[src/rtl/fast_comp_pkg.sv]
// Package: register map, field layout and timing of the offset compensation
package fast_comp_pkg;
   localparam logic [7:0] CTRL_OFFSET      = 8'h36;
   localparam logic [7:0] X_CORR_OFFSET    = 8'h38;
   localparam logic [7:0] Y_CORR_OFFSET    = 8'h39;
   localparam logic [7:0] Z_CORR_OFFSET    = 8'h3a;
   localparam logic [7:0] CORR_RESET       = 8'h00;
   localparam int         CLEAR_BIT        = 7;
   localparam int         LAUNCH_HI        = 6;
   localparam int         LAUNCH_LO        = 5;
   localparam int         READY_BIT        = 4;
   localparam int         CLK_PERIOD_NS    = 100;
   // Settling time per sample before it is averaged
   localparam int         SETTLE_NS        = 400;
   localparam int         SETTLE_CYCLES    =
      (SETTLE_NS + CLK_PERIOD_NS - 1) / CLK_PERIOD_NS;
   localparam int         AVG_SAMPLES_LOG2 = 3;
   localparam logic [3:0] AVG_SAMPLES      = 4'h8;

   typedef enum logic [1:0] {
      AXIS_NONE = 2'b00,
      AXIS_X    = 2'b01,
      AXIS_Y    = 2'b10,
      AXIS_Z    = 2'b11
   } axis_code_t;

   typedef enum logic [1:0] {
      ST_IDLE   = 2'b00,
      ST_SETTLE = 2'b01,
      ST_ACCUM  = 2'b10,
      ST_STORE  = 2'b11
   } comp_state_t;

   typedef struct packed {
      logic       wr_en;
      logic       rd_en;
      logic [7:0] addr;
      logic [7:0] wdata;
   } reg_req_t;

   typedef struct packed {
      logic [15:0] x;
      logic [15:0] y;
      logic [15:0] z;
   } accel_t;
endpackage

[src/rtl/axis_offset_sub.sv]
// Subtracts one axis correction from the filtered and unfiltered samples
`timescale 1ns/1ps
module axis_offset_sub
   import fast_comp_pkg::*;
#(
   parameter int SAMPLE_W = 16,
   parameter int SHIFT    = 4
)(
   input  wire logic                ref_clk_i,
   input  wire logic                sys_rst_i,
   input  wire logic [7:0]          corr_i,
   input  wire logic [SAMPLE_W-1:0] filt_i,
   input  wire logic [SAMPLE_W-1:0] raw_i,
   output logic      [SAMPLE_W-1:0] filt_o,
   output logic      [SAMPLE_W-1:0] raw_o
);
   logic [SAMPLE_W-1:0] corr_scaled;

   // Correction lsb is a fixed multiple of the sample lsb
   assign corr_scaled = SAMPLE_W'({{(SAMPLE_W-8){corr_i[7]}}, corr_i})
                        << SHIFT;

   always_ff @(posedge ref_clk_i or posedge sys_rst_i)
   begin
      if (sys_rst_i)
      begin
         filt_o <= '0;
         raw_o  <= '0;
      end
      else
      begin
         filt_o <= filt_i - corr_scaled;
         raw_o  <= raw_i - corr_scaled;
      end
   end
endmodule

[src/rtl/fast_offset_comp.sv]
// Fast offset compensation: control register, correction store and engine
`timescale 1ns/1ps
////////////////////////////////////////////////////////////////////////////////
module fast_offset_comp
   import fast_comp_pkg::*;
#(
   parameter int SAMPLE_W = 16,
   parameter int SHIFT    = 4
)(
   input  wire logic                ref_clk_i,
   input  wire logic                sys_rst_i,
   input  wire reg_req_t            req_i,
   input  wire accel_t              filt_i,
   input  wire accel_t              raw_i,
   input  wire logic [SAMPLE_W-1:0] target_x_i,
   input  wire logic [SAMPLE_W-1:0] target_y_i,
   input  wire logic [SAMPLE_W-1:0] target_z_i,
   output logic      [7:0]          rdata_o,
   output accel_t                   filt_o,
   output accel_t                   raw_o,
   output logic                     ready_o
);
   ////////////////////////////////////////////////////////////////////////////
   localparam int ACC_W = SAMPLE_W + AVG_SAMPLES_LOG2 + 1;

   logic [7:0]       corr [3];
   comp_state_t      state;
   axis_code_t       axis;
   logic [7:0]       wait_cnt;
   logic [3:0]       samp_cnt;
   logic [ACC_W-1:0] acc;
   logic [SAMPLE_W-1:0] sel_sample;
   logic [SAMPLE_W-1:0] sel_target;
   logic [SAMPLE_W-1:0] avg;
   logic [SAMPLE_W-1:0] next_err;
   logic [7:0]       next_corr;
   logic             ctrl_wr;
   logic             launch;

   function automatic logic [1:0] axis_index(input axis_code_t a);
      axis_index = 2'(a) - 2'h1;
   endfunction

   function automatic int corr_addr_index(input logic [7:0] addr);
      if (addr == X_CORR_OFFSET)
         corr_addr_index = 0;
      else if (addr == Y_CORR_OFFSET)
         corr_addr_index = 1;
      else if (addr == Z_CORR_OFFSET)
         corr_addr_index = 2;
      else
         corr_addr_index = 3;
   endfunction

   assign ctrl_wr = req_i.wr_en && req_i.addr == CTRL_OFFSET;
   // Launch while busy is ignored, protecting a run already under way
   assign launch  = ctrl_wr && state == ST_IDLE &&
                    req_i.wdata[LAUNCH_HI:LAUNCH_LO] != AXIS_NONE;

   always_comb
   begin
      case (axis)
         AXIS_X:  sel_sample = filt_i.x;
         AXIS_Y:  sel_sample = filt_i.y;
         AXIS_Z:  sel_sample = filt_i.z;
         default: sel_sample = '0;
      endcase
      case (axis)
         AXIS_X:  sel_target = target_x_i;
         AXIS_Y:  sel_target = target_y_i;
         AXIS_Z:  sel_target = target_z_i;
         default: sel_target = '0;
      endcase
   end

   // Average of filtered samples minus target, in correction lsb, saturated
   assign avg      = SAMPLE_W'(acc >> AVG_SAMPLES_LOG2);
   // Signed shift, so a level below target gives a negative correction
   assign next_err = SAMPLE_W'($signed(avg - sel_target) >>> SHIFT);
   always_comb
   begin
      if ($signed(next_err) > $signed(SAMPLE_W'(127)))
         next_corr = 8'h7f;
      else if ($signed(next_err) < $signed(-SAMPLE_W'(128)))
         next_corr = 8'h80;
      else
         next_corr = next_err[7:0];
   end

   ////////////////////////////////////////////////////////////////////////////
   // Run sequencer
   always_ff @(posedge ref_clk_i or posedge sys_rst_i)
   begin
      if (sys_rst_i)
      begin
         state    <= ST_IDLE;
         axis     <= AXIS_NONE;
         wait_cnt <= 8'h00;
         samp_cnt <= 4'h0;
         acc      <= '0;
      end
      else
      begin
         case (state)
            ST_IDLE:
            begin
               if (launch)
               begin
                  axis     <= axis_code_t'(req_i.wdata[LAUNCH_HI:LAUNCH_LO]);
                  state    <= ST_SETTLE;
                  wait_cnt <= 8'h00;
                  samp_cnt <= 4'h0;
                  acc      <= '0;
               end
            end
            ST_SETTLE:
            begin
               wait_cnt <= wait_cnt + 8'h01;
               if (wait_cnt == 8'(SETTLE_CYCLES - 1))
                  state <= ST_ACCUM;
            end
            ST_ACCUM:
            begin
               // Uncorrected input, so the old correction does not bias it
               acc      <= acc + ACC_W'($signed(sel_sample));
               samp_cnt <= samp_cnt + 4'h1;
               wait_cnt <= 8'h00;
               if (samp_cnt == AVG_SAMPLES - 4'h1)
                  state <= ST_STORE;
               else
                  state <= ST_SETTLE;
            end
            ST_STORE:
               state <= ST_IDLE;
            default:
               state <= ST_IDLE;
         endcase
      end
   end

   ////////////////////////////////////////////////////////////////////////////
   // Correction store: clear beats engine, engine beats software
   always_ff @(posedge ref_clk_i or posedge sys_rst_i)
   begin
      if (sys_rst_i)
      begin
         for (int i = 0; i < 3; i++)
            corr[i] <= CORR_RESET;
      end
      else if (ctrl_wr && req_i.wdata[CLEAR_BIT])
      begin
         for (int i = 0; i < 3; i++)
            corr[i] <= CORR_RESET;
      end
      else if (state == ST_STORE)
         corr[axis_index(axis)] <= next_corr;
      else if (req_i.wr_en && corr_addr_index(req_i.addr) < 3)
         corr[corr_addr_index(req_i.addr)] <= req_i.wdata;
   end

   always_ff @(posedge ref_clk_i or posedge sys_rst_i)
   begin
      if (sys_rst_i)
         ready_o <= 1'b1;
      else if (launch)
         ready_o <= 1'b0;
      else if (state == ST_STORE)
         ready_o <= 1'b1;
   end

   // Launch and clear bits read as zero: they are pulses, not storage
   always_ff @(posedge ref_clk_i or posedge sys_rst_i)
   begin
      if (sys_rst_i)
         rdata_o <= 8'h00;
      else if (req_i.rd_en)
      begin
         if (req_i.addr == CTRL_OFFSET)
            rdata_o <= 8'(ready_o) << READY_BIT;
         else if (corr_addr_index(req_i.addr) < 3)
            rdata_o <= corr[corr_addr_index(req_i.addr)];
         else
            rdata_o <= 8'h00;
      end
   end

   ////////////////////////////////////////////////////////////////////////////
   axis_offset_sub #(.SAMPLE_W(SAMPLE_W), .SHIFT(SHIFT)) u_sub_x (
      .ref_clk_i (ref_clk_i),
      .sys_rst_i (sys_rst_i),
      .corr_i    (corr[0]),
      .filt_i    (filt_i.x),
      .raw_i     (raw_i.x),
      .filt_o    (filt_o.x),
      .raw_o     (raw_o.x)
   );
   axis_offset_sub #(.SAMPLE_W(SAMPLE_W), .SHIFT(SHIFT)) u_sub_y (
      .ref_clk_i (ref_clk_i),
      .sys_rst_i (sys_rst_i),
      .corr_i    (corr[1]),
      .filt_i    (filt_i.y),
      .raw_i     (raw_i.y),
      .filt_o    (filt_o.y),
      .raw_o     (raw_o.y)
   );
   axis_offset_sub #(.SAMPLE_W(SAMPLE_W), .SHIFT(SHIFT)) u_sub_z (
      .ref_clk_i (ref_clk_i),
      .sys_rst_i (sys_rst_i),
      .corr_i    (corr[2]),
      .filt_i    (filt_i.z),
      .raw_i     (raw_i.z),
      .filt_o    (filt_o.z),
      .raw_o     (raw_o.z)
   );

   ////////////////////////////////////////////////////////////////////////////
   clear_all_a: assert property (@(posedge ref_clk_i) disable iff (sys_rst_i)
      ctrl_wr && req_i.wdata[CLEAR_BIT] |=> corr[0] == 8'h00 &&
      corr[1] == 8'h00 && corr[2] == 8'h00)
      else $error("clear-all did not zero corrections");
   clear_zero_keeps_a: assert property (@(posedge ref_clk_i)
      disable iff (sys_rst_i)
      ctrl_wr && !req_i.wdata[CLEAR_BIT] && state != ST_STORE
      |=> $stable(corr[0]) && $stable(corr[1]) && $stable(corr[2]))
      else $error("clear bit 0 changed corrections");
   launch_axis_a: assert property (@(posedge ref_clk_i)
      disable iff (sys_rst_i)
      launch |=> axis == $past(req_i.wdata[LAUNCH_HI:LAUNCH_LO]))
      else $error("wrong axis launched");
   no_launch_zero_a: assert property (@(posedge ref_clk_i)
      disable iff (sys_rst_i)
      state == ST_IDLE && !launch |=> state == ST_IDLE)
      else $error("run started without a launch code");
   ready_busy_a: assert property (@(posedge ref_clk_i)
      disable iff (sys_rst_i)
      launch |=> !ready_o ##1 (!ready_o)[*2])
      else $error("ready high during run");
   ready_idle_a: assert property (@(posedge ref_clk_i)
      disable iff (sys_rst_i)
      state == ST_IDLE && !$past(state == ST_STORE) |-> ready_o)
      else $error("ready low while idle");
   run_finish_a: assert property (@(posedge ref_clk_i)
      disable iff (sys_rst_i)
      launch |-> ##[40:60] ready_o)
      else $error("run did not finish in time");
   store_value_a: assert property (@(posedge ref_clk_i)
      disable iff (sys_rst_i)
      state == ST_STORE && !ctrl_wr |=> corr[axis_index(axis)] ==
      $past(next_corr))
      else $error("computed correction not stored");
   direct_write_a: assert property (@(posedge ref_clk_i)
      disable iff (sys_rst_i)
      req_i.wr_en && req_i.addr == Y_CORR_OFFSET && state != ST_STORE
      |=> corr[1] == $past(req_i.wdata))
      else $error("direct correction write lost");
   sub_x_a: assert property (@(posedge ref_clk_i)
      disable iff (sys_rst_i)
      ##1 filt_o.x == SAMPLE_W'($past(filt_i.x) -
      (SAMPLE_W'({{(SAMPLE_W-8){$past(corr[0][7])}}, $past(corr[0])})
      << SHIFT)))
      else $error("x correction not subtracted");

   run_x_c:   cover property (@(posedge ref_clk_i) launch && axis == AXIS_NONE
      ##1 axis == AXIS_X);
   run_done_c: cover property (@(posedge ref_clk_i) state == ST_STORE);
   clear_c:   cover property (@(posedge ref_clk_i)
      ctrl_wr && req_i.wdata[CLEAR_BIT]);
   busy_try_c: cover property (@(posedge ref_clk_i)
      ctrl_wr && !ready_o && req_i.wdata[LAUNCH_HI:LAUNCH_LO] != 2'b00);
endmodule

[config.mk]
export PLATFORM = sky130hd
export DESIGN_NAME = fast_offset_comp
export DESIGN_NICKNAME = d
export VERILOG_FILES = /design/src/rtl/fast_comp_pkg.sv /design/src/rtl/axis_offset_sub.sv /design/src/rtl/fast_offset_comp.sv
export SDC_FILE = /design/constraint.sdc
export NUM_CORES = 1
export LEC_CHECK = 0
export BUFFER_PORTS_ARGS = -buffer_cell sky130_fd_sc_hd__buf_2
export CAP_MARGIN = 40
export CORE_ASPECT_RATIO = 1.5
export CORE_MARGIN = 5
export CORE_UTILIZATION = 25
export DETAILED_ROUTE_END_ITERATION = 10
export HOLD_SLACK_MARGIN = 0.08
export PLACE_DENSITY = 0.5
export SLEW_MARGIN = 15
export SYNTH_ARGS = -nofsm -noshare
export SYNTH_HDL_FRONTEND = slang
export SYNTH_HIERARCHICAL = 1
export SYNTH_SLANG_ARGS = --single-unit
export TNS_END_PERCENT = 20
[constraint.sdc]
create_clock -name ref_clk_i -period 6.5 [get_ports ref_clk_i]
set_input_delay 0.325 -clock ref_clk_i [delete_from_list [all_inputs] [get_ports ref_clk_i]]
set_output_delay 0.325 -clock ref_clk_i [all_outputs]
set_load 0.01 [all_outputs]
==> results.ini, run 1 <==
[outcome]
status=complete, no violations

[die]
core_area_mm2=0.04399
io_pins=269
rows=94
die_area_mm2=0.04897
initial_utilization=0.2533
fp.dieW_um=182.4
die_y_um=268.5

[power]
power_density_mw_per_mm2=211.6
power_mw=2.961
seqPwrFrac=0.403
pwr-share-clk=0.334
power_frac_comb=0.263
vdd_drop_max_mv=0.1858
switching_share=0.3132
p_switching_mw=0.9275
p_int_mw=2.034
p_leak_nw=6.432

[global_route]
grt_pass1_wl_mm=59.19
antenna_found_initial=1
grt_util_all_layers=0.1579
grt_pass1_vias=10320
gr-total-overflow=0
grt_max_degree=58

[sta]
max_slew_margin=0.4506
min_period_over_period=0.7029
drv_slew=0
setup_viol=0
hold_viol=0
period_minus_slack_ns=4.569
tightestPinTransition_ns=0.8241
hold_ws_ns=0.1485
clock_skew_ns=0.01229
tns_ns=0
fmax_mhz=218.9
rsz0062_at_grt=false
layout_setup_ws_ns=1.931

[worst_setup_path]
path_class=flop to flop
critical_path_peak_fanout=36
worstSetupEndpointType=flop
slowest_stage=o21bai_1
cp.arrival_ns=4.90
crit_required_ns=6.83
worstSetupStartpointType=flop
cpPeakStageDelay_ns=0.59
path_cells=buf_4 > mux2_2 > a22oi_1 > ha_1 > a21oi_1 > o32ai_1 > a2111oi_2 > o31a_1 > mux2i_1 > nand4_1 > o21bai_1 > nor2_1 > o32a_1

[cts]
cts_sinks=164
clk_latency_ns=0.45
numCtsBuffers=17
cts.repair.resized=0
cts_buffer_depth=2
htree_levels=4
cts_tree=yes
clk_pin_slew_worst_paths_ns=0.07
root_buffer=clkbuf_16

[synth]
yosysSeqAreaShare=0.3685
syn_nets=1453
synth.top_cell.area_share=0.3661
synth_top_area_cell=dfrtp_1
synth-edff-count=0
yosys_register_bits=164
synth_area_mm2=0.01114
ys_async_sr_fraction=1.000
synth_most_common_cell=dfrtp_1
ys.flop_type=dfrtp_1
synth.distinct_cells=76
syn_area_per_cell_um2=9.441
synthTopCellsByArea=dfrtp_1, ha_1, xnor2_1, a21oi_1, mux2_2
synth_commonest_cells=dfrtp_1, ha_1, nor2_1
syn-instance-count=1180
yosys_warnings=6

[worst_hold_path]
min_path_type=primary input to flop

[placement]
dpl_cell_area_mm2=0.01317
dp_hpwl_mm=32.26
io_buffer_count=268
dp_cells=2002
gp_congestion=0.9151
dp_slack_ns=1.935

[route]
drc_errors=0
vias_per_cell=4.889
totalWireLength_mm=39.42
drtIter0Drc=557
dr.pass1.iters=5
wl_per_cell_um=19.13
ant_nets=0
vias=10080

[final_layout]
finalInstanceArea_mm2=0.01399
nets=1744
final_cells=2061
nFillCells=4672
final_util=0.3181
syn_to_final_growth_pct=25.60
drive_gt1_frac=0.2446

[flow_run]
cap_violations=0

==> power by group through the flow <==
stage               registers (mW)  clock network [mW]  logic [mW]
floorplan                     1.26                   0       0.401
global placement              1.22                   0       0.758
detailed placement            1.22                   0       0.769
CTS                           1.20                1.02       0.785
global route                  1.21                1.06       0.854
finish                        1.19               0.990       0.778
==> path summary, 6_finish.rpt <==
path	startpoint	slack [ns]	cells past startpoint	endpoint
setup / recovery	axis[0]	1.93	13	corr[0]
hold / removal	req_i[0]	0.15	3	corr[16]
setup reg to reg	axis[0]	1.93	13	corr[0]
hold reg to reg	acc[2]	0.50	2	acc[2]
max in group asynchronous	sys_rst_i	5.32	4	u_sub_z/raw_o[6]
min in group asynchronous	sys_rst_i	0.38	3	u_sub_x/filt_o[0]
==> final cells by class <==
type / instances / area (um^2) / share of cell area
clock buffer: 24 / 481.7 / 0.03443
antenna: 1 / 2.502 / 0.0001788
multi-input combinational: 907 / 6619 / 0.4730
clock inverter: 8 / 76.32 / 0.005455
timing repair buffer: 304 / 1698 / 0.1213
sequential: 164 / 4105 / 0.2934
inverter: 77 / 289.0 / 0.02066
tap: 576 / 720.7 / 0.05151
==> cell families (layout without fill, tap and decap cells) <==
logic type / Yosys count / count (layout) / share of synthesized area
buf+inv: 109 / 413 / 0.03762
fa+ha+maj: 109 / 109 / 0.1271
simple gates: 306 / 306 / 0.1367
other cells: 0 / 1 / 0
mux: 41 / 41 / 0.04032
flops: 164 / 164 / 0.3685
compound gates: 369 / 369 / 0.2253
xor+xnor: 82 / 82 / 0.06447
==> cells in the final DEF (no fill, tap or decap), types with 34 or more instances in the layout <==
cell type  count
a21oi_1       80
nand2_1       80
xor2_1        34
inv_1         76
nor2_1        87
dfrtp_1      163
o21ai_0       48
xnor2_1       48
buf_2        268
ha_1         102
==> sequential cells by signal (all words and copies together) (netlist names) <==
name,count
rdata_o,8
corr,24
axis,2
u_sub_y/filt_o,16
acc,19
u_sub_z/raw_o,16
samp_cnt,4
u_sub_x/filt_o,16
u_sub_y/raw_o,16
wait_cnt,8
ready_o,1
u_sub_x/raw_o,16
state,2
u_sub_z/filt_o,16
==> per-layer routing <==
layer / up-vias / GRT usage / share of wire
met3: 56 / 0.02470 / 0.040
met5: - / 0 / 0
li1: 4880 / - / -
met4: 0 / 0.06779 / 0.035
met1: 4867 / 0.1759 / 0.39
met2: 274 / 0.2966 / 0.54
==> worst max-delay path: cells and delay by family (launching register included) <==
kind                       cells  cell delay [ns]
buffers and inverters          1             0.42
and+or+nand+nor                2             0.53
DFF                            1             0.34
adders and majority gates      1             0.32
muxes                          2             0.59
AOI/OAI and AO/OA              7             2.24
==> timing repair <==
action / 4_1_cts / 5_1_grt
hold buffers: 25 / 0
buffers inserted: 0 / 0
hold endpoints to repair: 83 / 0
Note: power is estimated with default switching activity, not from simulation.
==> inputs of run 2 (changes only) <==
Clock period 6.5 ns to 4.6 ns, I/O delays scaled along.
==> run 2 against run 1 <==
Setup slack got worse by 1.6 ns. Sequential power increased by 42%. First-iteration DRC count increased by 7.9%. Cell count increased by 0.73%. Die area unchanged. Clock skew decreased by 0.0012 ns. Via count increased by 1.1%. Sequential share of layout area decreased by 0.30 points. Design area increased by 1.0%. Flip-flop and latch count unchanged. Combinational power increased by 41%. Critical path type unchanged. Largest cell class unchanged. Highest routed layer unchanged.
==> results.ini, run 2 (synthesis gave the netlist of run 1 again) <==
[outcome]
status=complete, no violations

[power]
p_leak_nw=6.482
p_switching_mw=1.345
seqPwrFrac=0.402
switching_share=0.3204
vdd_drop_max_mv=0.2332
power_density_mw_per_mm2=297.1
p_int_mw=2.854
pwr-share-clk=0.336
power_frac_comb=0.262

[die]
fp.dieW_um=182.4
core_area_mm2=0.04399
initial_utilization=0.2533
rows=94
io_pins=269
die_y_um=268.5
die_area_mm2=0.04897

[worst_setup_path]
rr_endpoint=corr[6]
critical_path_peak_fanout=12
critPathMostFrequentCell=a21o_1
slowest_stage=dfrtp_1
worstSetupEndpointType=flop
worstSetupStartpointType=flop
crit_required_ns=4.93
reg2reg_from=axis[0]
path_cells=buf_4 > mux2_2 > a22oi_1 > ha_1 > a21o_1 > a21o_1 > a21o_1 > a2111o_1 > o211ai_1 > and4_1 > or3b_1 > nand2_2 > o32a_1
rrSetupSlack_ns=0.37
cpPeakStageDelay_ns=0.64
path_class=flop to flop
cp.arrival_ns=4.55
reg2reg_depth=13

[sta]
fmax_mhz=236.5
clock_skew_ns=0.01106
hold_ws_ns=0.1197
layout_setup_ws_ns=0.3722
drv_slew=0
max_slew_margin=0.4561
period_minus_slack_ns=4.228
hold_viol=0
tightestPinTransition_ns=0.8138
setup_viol=0
rsz0062_at_grt=false
min_period_over_period=0.9191
tns_ns=0

[route]
totalWireLength_mm=39.66
drc_errors=0
vias_per_cell=4.909
vias=10190
ant_nets=0
wl_per_cell_um=19.11
dr.pass1.iters=5
drtIter0Drc=601

[final_layout]
syn_to_final_growth_pct=26.90
largest_reg_flops=24
drive_gt1_frac=0.2487
top_register=corr
final_common_cell=buf_2
nets=1756
top_regs=corr x24, acc x19
final_cell_mix=buf_2, dfrtp_1, ha_1, nor2_1
final_cells=2076

[global_route]
grt-busiest-layer=met2
grt_pass1_vias=10430
met2_usage=0.2918
gr-usage-met3=0.02497
grt_util_all_layers=0.1597
grt_max_degree=33
grt_pass1_wl_mm=60.12
gr-total-overflow=0
use_met1=0.1807
antenna_found_initial=4

[worst_hold_path]
holdPathEnd=u_sub_x/raw_o[4]
min_path_type=primary input to flop
holdPathStages=4
hp-start=raw_i[36]

[flow_run]
cap_violations=0

[cts]
postCtsSetupBuffers=0
clk_pin_slew_worst_paths_ns=0.07
htree_levels=4
cts_tree=yes
numCtsBuffers=17
clk_latency_ns=0.45
cts_sinks=164
cts_buffer_depth=2
root_buffer=clkbuf_16

[placement]
dp_cells=2006
io_buffer_count=268
dp_slack_ns=0.3063
dp_hpwl_mm=32.52
gp_congestion=0.8979

## run 2: layer usage
metal / routed length, um / vias to the layer above / part of all wire
met3: 1719 / 68 / 0.043
met4: 1672 / 0 / 0.042
met5: 0 / - / 0
met1: 15390 / 4921 / 0.39
li1: - / 4908 / -
met2: 20890 / 295 / 0.53
## run 2: repair_timing
action                                 4_1_cts  5_1_grt
resized for setup                            0        4
endpoints found under the hold margin      124        0
hold buffers                                34        0
setup endpoints to repair                    0       14
## run 2: final cells by class
type / instances / area (um^2)
Fill cell: 4676 / 29850
Multi-Input combinational cell: 907 / 6644
Sequential cell: 164 / 4105
Timing Repair Buffer: 316 / 1799
Tap cell: 576 / 720.7
Clock buffer: 18 / 439.2
Inverter: 77 / 289.0
Clock inverter: 14 / 130.1
Antenna cell: 4 / 10.01
## run 2: critical path: cells and delay by family (launching register included)
kind                     cells  cell delay, ns
flip-flops                   1            0.64
AO/OA/AOI/OAI                7            1.84
adder cells (fa/ha/maj)      1            0.36
multiplexers                 1            0.33
buffers and inverters        1            0.25
AND/OR/NAND/NOR              3            0.70
## run 2: how the worst max path moves through the flow
stage	cells past startpoint	slack (ns)	to	startpoint
finish	13	0.37	corr[6]	axis[0]
global route	13	0.006	corr[1]	axis[0]
CTS	11	0.30	corr[6]	axis[0]
detailed placement	11	0.31	corr[2]	axis[0]
global placement	12	0.47	corr[1]	axis[0]
floorplan	16	0.76	corr[1]	axis[1]
## run 2: stage by stage
| step | utilization | power (mW) | cell area [um^2] |
|---|---|---|---|
| after floorplan | - | 2.354 | 11140 |
| after global placement | 0.2993 | 2.788 | 13170 |
| after detailed placement | 0.2999 | 2.805 | 13190 |
| after CTS | 0.3206 | 4.264 | 14100 |
| after global routing | 0.3214 | 4.425 | 14140 |
| final | 0.3214 | 4.200 | 14140 |
## run 2: power groups by stage
stage / logic, mW / registers (mW) / clock network (mW)
final: 1.10 / 1.69 / 1.41
after global routing: 1.21 / 1.71 / 1.50
after CTS: 1.11 / 1.69 / 1.46
after detailed placement: 1.09 / 1.72 / 0
after global placement: 1.07 / 1.72 / 0
after floorplan: 0.567 / 1.79 / 0
==> inputs of run 3 (changes only) <==
Settings changed: BUFFER_PORTS_ARGS -buffer_cell sky130_fd_sc_hd__buf_2 to -buffer_cell sky130_fd_sc_hd__buf_4.
==> run 3 against run 2 <==
Worst hold slack better by 0.00076 ns. Fmax up 1.6%. Sequential share of layout area decreased by 1.4 points. Flip-flop and latch count unchanged. Critical path depth stayed put. Count of clock-buffer cells in the layout up 1. Critical path type unchanged. Largest power group unchanged. Combinational power grew 12%. Setup slack improved by 0.066 ns.
==> results.ini, run 3 (synthesis gave the netlist of run 1 again) <==
[final_layout]
syn_to_final_growth_pct=33.42
final_cell_mix=buf_4, dfrtp_1, ha_1, nor2_1
drive_gt1_frac=0.2483
largest_reg_flops=24
nets=1758
final_common_cell=buf_4
top_regs=corr x24, acc x19
top_register=corr
final_util=0.3379

[route]
drc_errors=0
wl_per_cell_um=19.26
vias=10210
totalWireLength_mm=39.99
vias_per_cell=4.916
dr.pass1.iters=5
ant_nets=0
drtIter0Drc=441

[die]
core_area_mm2=0.04399
initial_utilization=0.2533
die_area_mm2=0.04897
die_y_um=268.5
rows=94
io_pins=269
fp.dieW_um=182.4

[power]
power_frac_comb=0.278
pwr-share-clk=0.337
p_leak_nw=6.735
seqPwrFrac=0.385
switching_share=0.3085
p_switching_mw=1.362
p_int_mw=3.052
vdd_drop_max_mv=0.2625
power_density_mw_per_mm2=296.9
power_mw=4.414

[sta]
rsz0062_at_grt=false
fmax_mhz=240.3
max_slew_margin=0.4655
period_minus_slack_ns=4.162
tightestPinTransition_ns=0.8018
clock_skew_ns=0.01279
min_period_over_period=0.9048
tns_ns=0
drv_slew=0
hold_ws_ns=0.1205
hold_viol=0
setup_viol=0

[cts]
cts_buffer_depth=2
cts_tree=yes
numCtsBuffers=17
root_buffer=clkbuf_16
clk_latency_ns=0.45
clk_pin_slew_worst_paths_ns=0.07
cts_sinks=164
htree_levels=4

[worst_setup_path]
path_cells=buf_4 > mux2_2 > a22oi_1 > ha_1 > nand3_1 > o32ai_1 > a2111oi_2 > o31a_1 > mux2i_1 > nand4_1 > o21bai_1 > nor2_1 > o32a_1
critical_path_peak_fanout=13
cp.arrival_ns=4.49
path_class=flop to flop
crit_required_ns=4.93
worst_path_dominant_cell_family=compound AO/OA/AOI/OAI gates
path_buf_inv=1
slowest_stage=dfrtp_2
worstSetupEndpointType=flop
cpPeakStageDelay_ns=0.58
worstSetupStartpointType=flop

[global_route]
grt_max_degree=37
grt_util_all_layers=0.1610
gr-total-overflow=0
grt_pass1_vias=10440
antenna_found_initial=2
grt_pass1_wl_mm=60.68

[placement]
io_buffer_count=268
dp_hpwl_mm=32.79
gp_congestion=0.8981

[flow_run]
cap_violations=0

[worst_hold_path]
min_path_type=primary input to flop

[outcome]
status=complete, no violations

[run 3: path summary, 6_finish.rpt]
| kind | start | end | slack, ns | depth (start not counted) |
|---|---|---|---|---|
| min in group asynchronous | sys_rst_i | acc[1] | 0.26 | 3 |
| max in group asynchronous | sys_rst_i | ready_o | 3.36 | 5 |
| min reg2reg | wait_cnt[0] | wait_cnt[0] | 0.50 | 1 |
| max | axis[0] | corr[3] | 0.44 | 13 |
| max reg2reg | axis[0] | corr[3] | 0.44 | 13 |
| min | raw_i[4] | u_sub_z/raw_o[4] | 0.12 | 4 |
[run 3: power by group through the flow]
stage	Sequential [mW]	Combinational (mW)	Clock [mW]
3_5_place_dp	1.73	1.21	0
3_3_place_gp	1.73	1.20	0
2_1_floorplan	1.79	0.567	0
5_1_grt	1.72	1.33	1.59
6_report	1.70	1.23	1.49
4_1_cts	1.70	1.24	1.54
[run 3: area by class of cell]
cell class	count	area, um^2
Inverter	77	289.0
Tap cell	576	720.7
Clock buffer	19	452.9
Sequential cell	164	4106
Fill cell	4588	29120
Antenna cell	2	5.005
Timing Repair Buffer	318	2502
Multi-Input combinational cell	907	6640
Clock inverter	13	147.6
[run 3: layer usage]
layer  GRT usage  wire [um]  up-vias
met5           0          0        -
met4     0.06901       1379        0
met3     0.02470       1535       57
met2      0.2996      21540      280
met1      0.1821      15540     4950
li1            -          -     4919
[run 3: worst min-delay path, stage by stage]
cell and delay [ns]:
buf_4 0.11, inv_1 0.04, ha_1 0.12, inv_1 0.03
[run 3: metrics by stage]
step / cells / area, um^2 / worst slack [ns]
detailed placement: 2005 / 13860 / 0.2540
global route: 2076 / 14860 / 0.1323
finish: 2076 / 14860 / 0.4378
CTS: 2073 / 14820 / 0.2251
floorplan: 1180 / 11140 / 0.7616
global placement: 2004 / 13850 / 0.4119
[run 3: what timing repair did]
item | 4_1_cts | 5_1_grt
setup buffers | 0 | 0
endpoints found under the hold margin | 133 | 0
setup endpoints to repair | 0 | 17
hold buffers | 36 | 0
resized for setup | 0 | 4
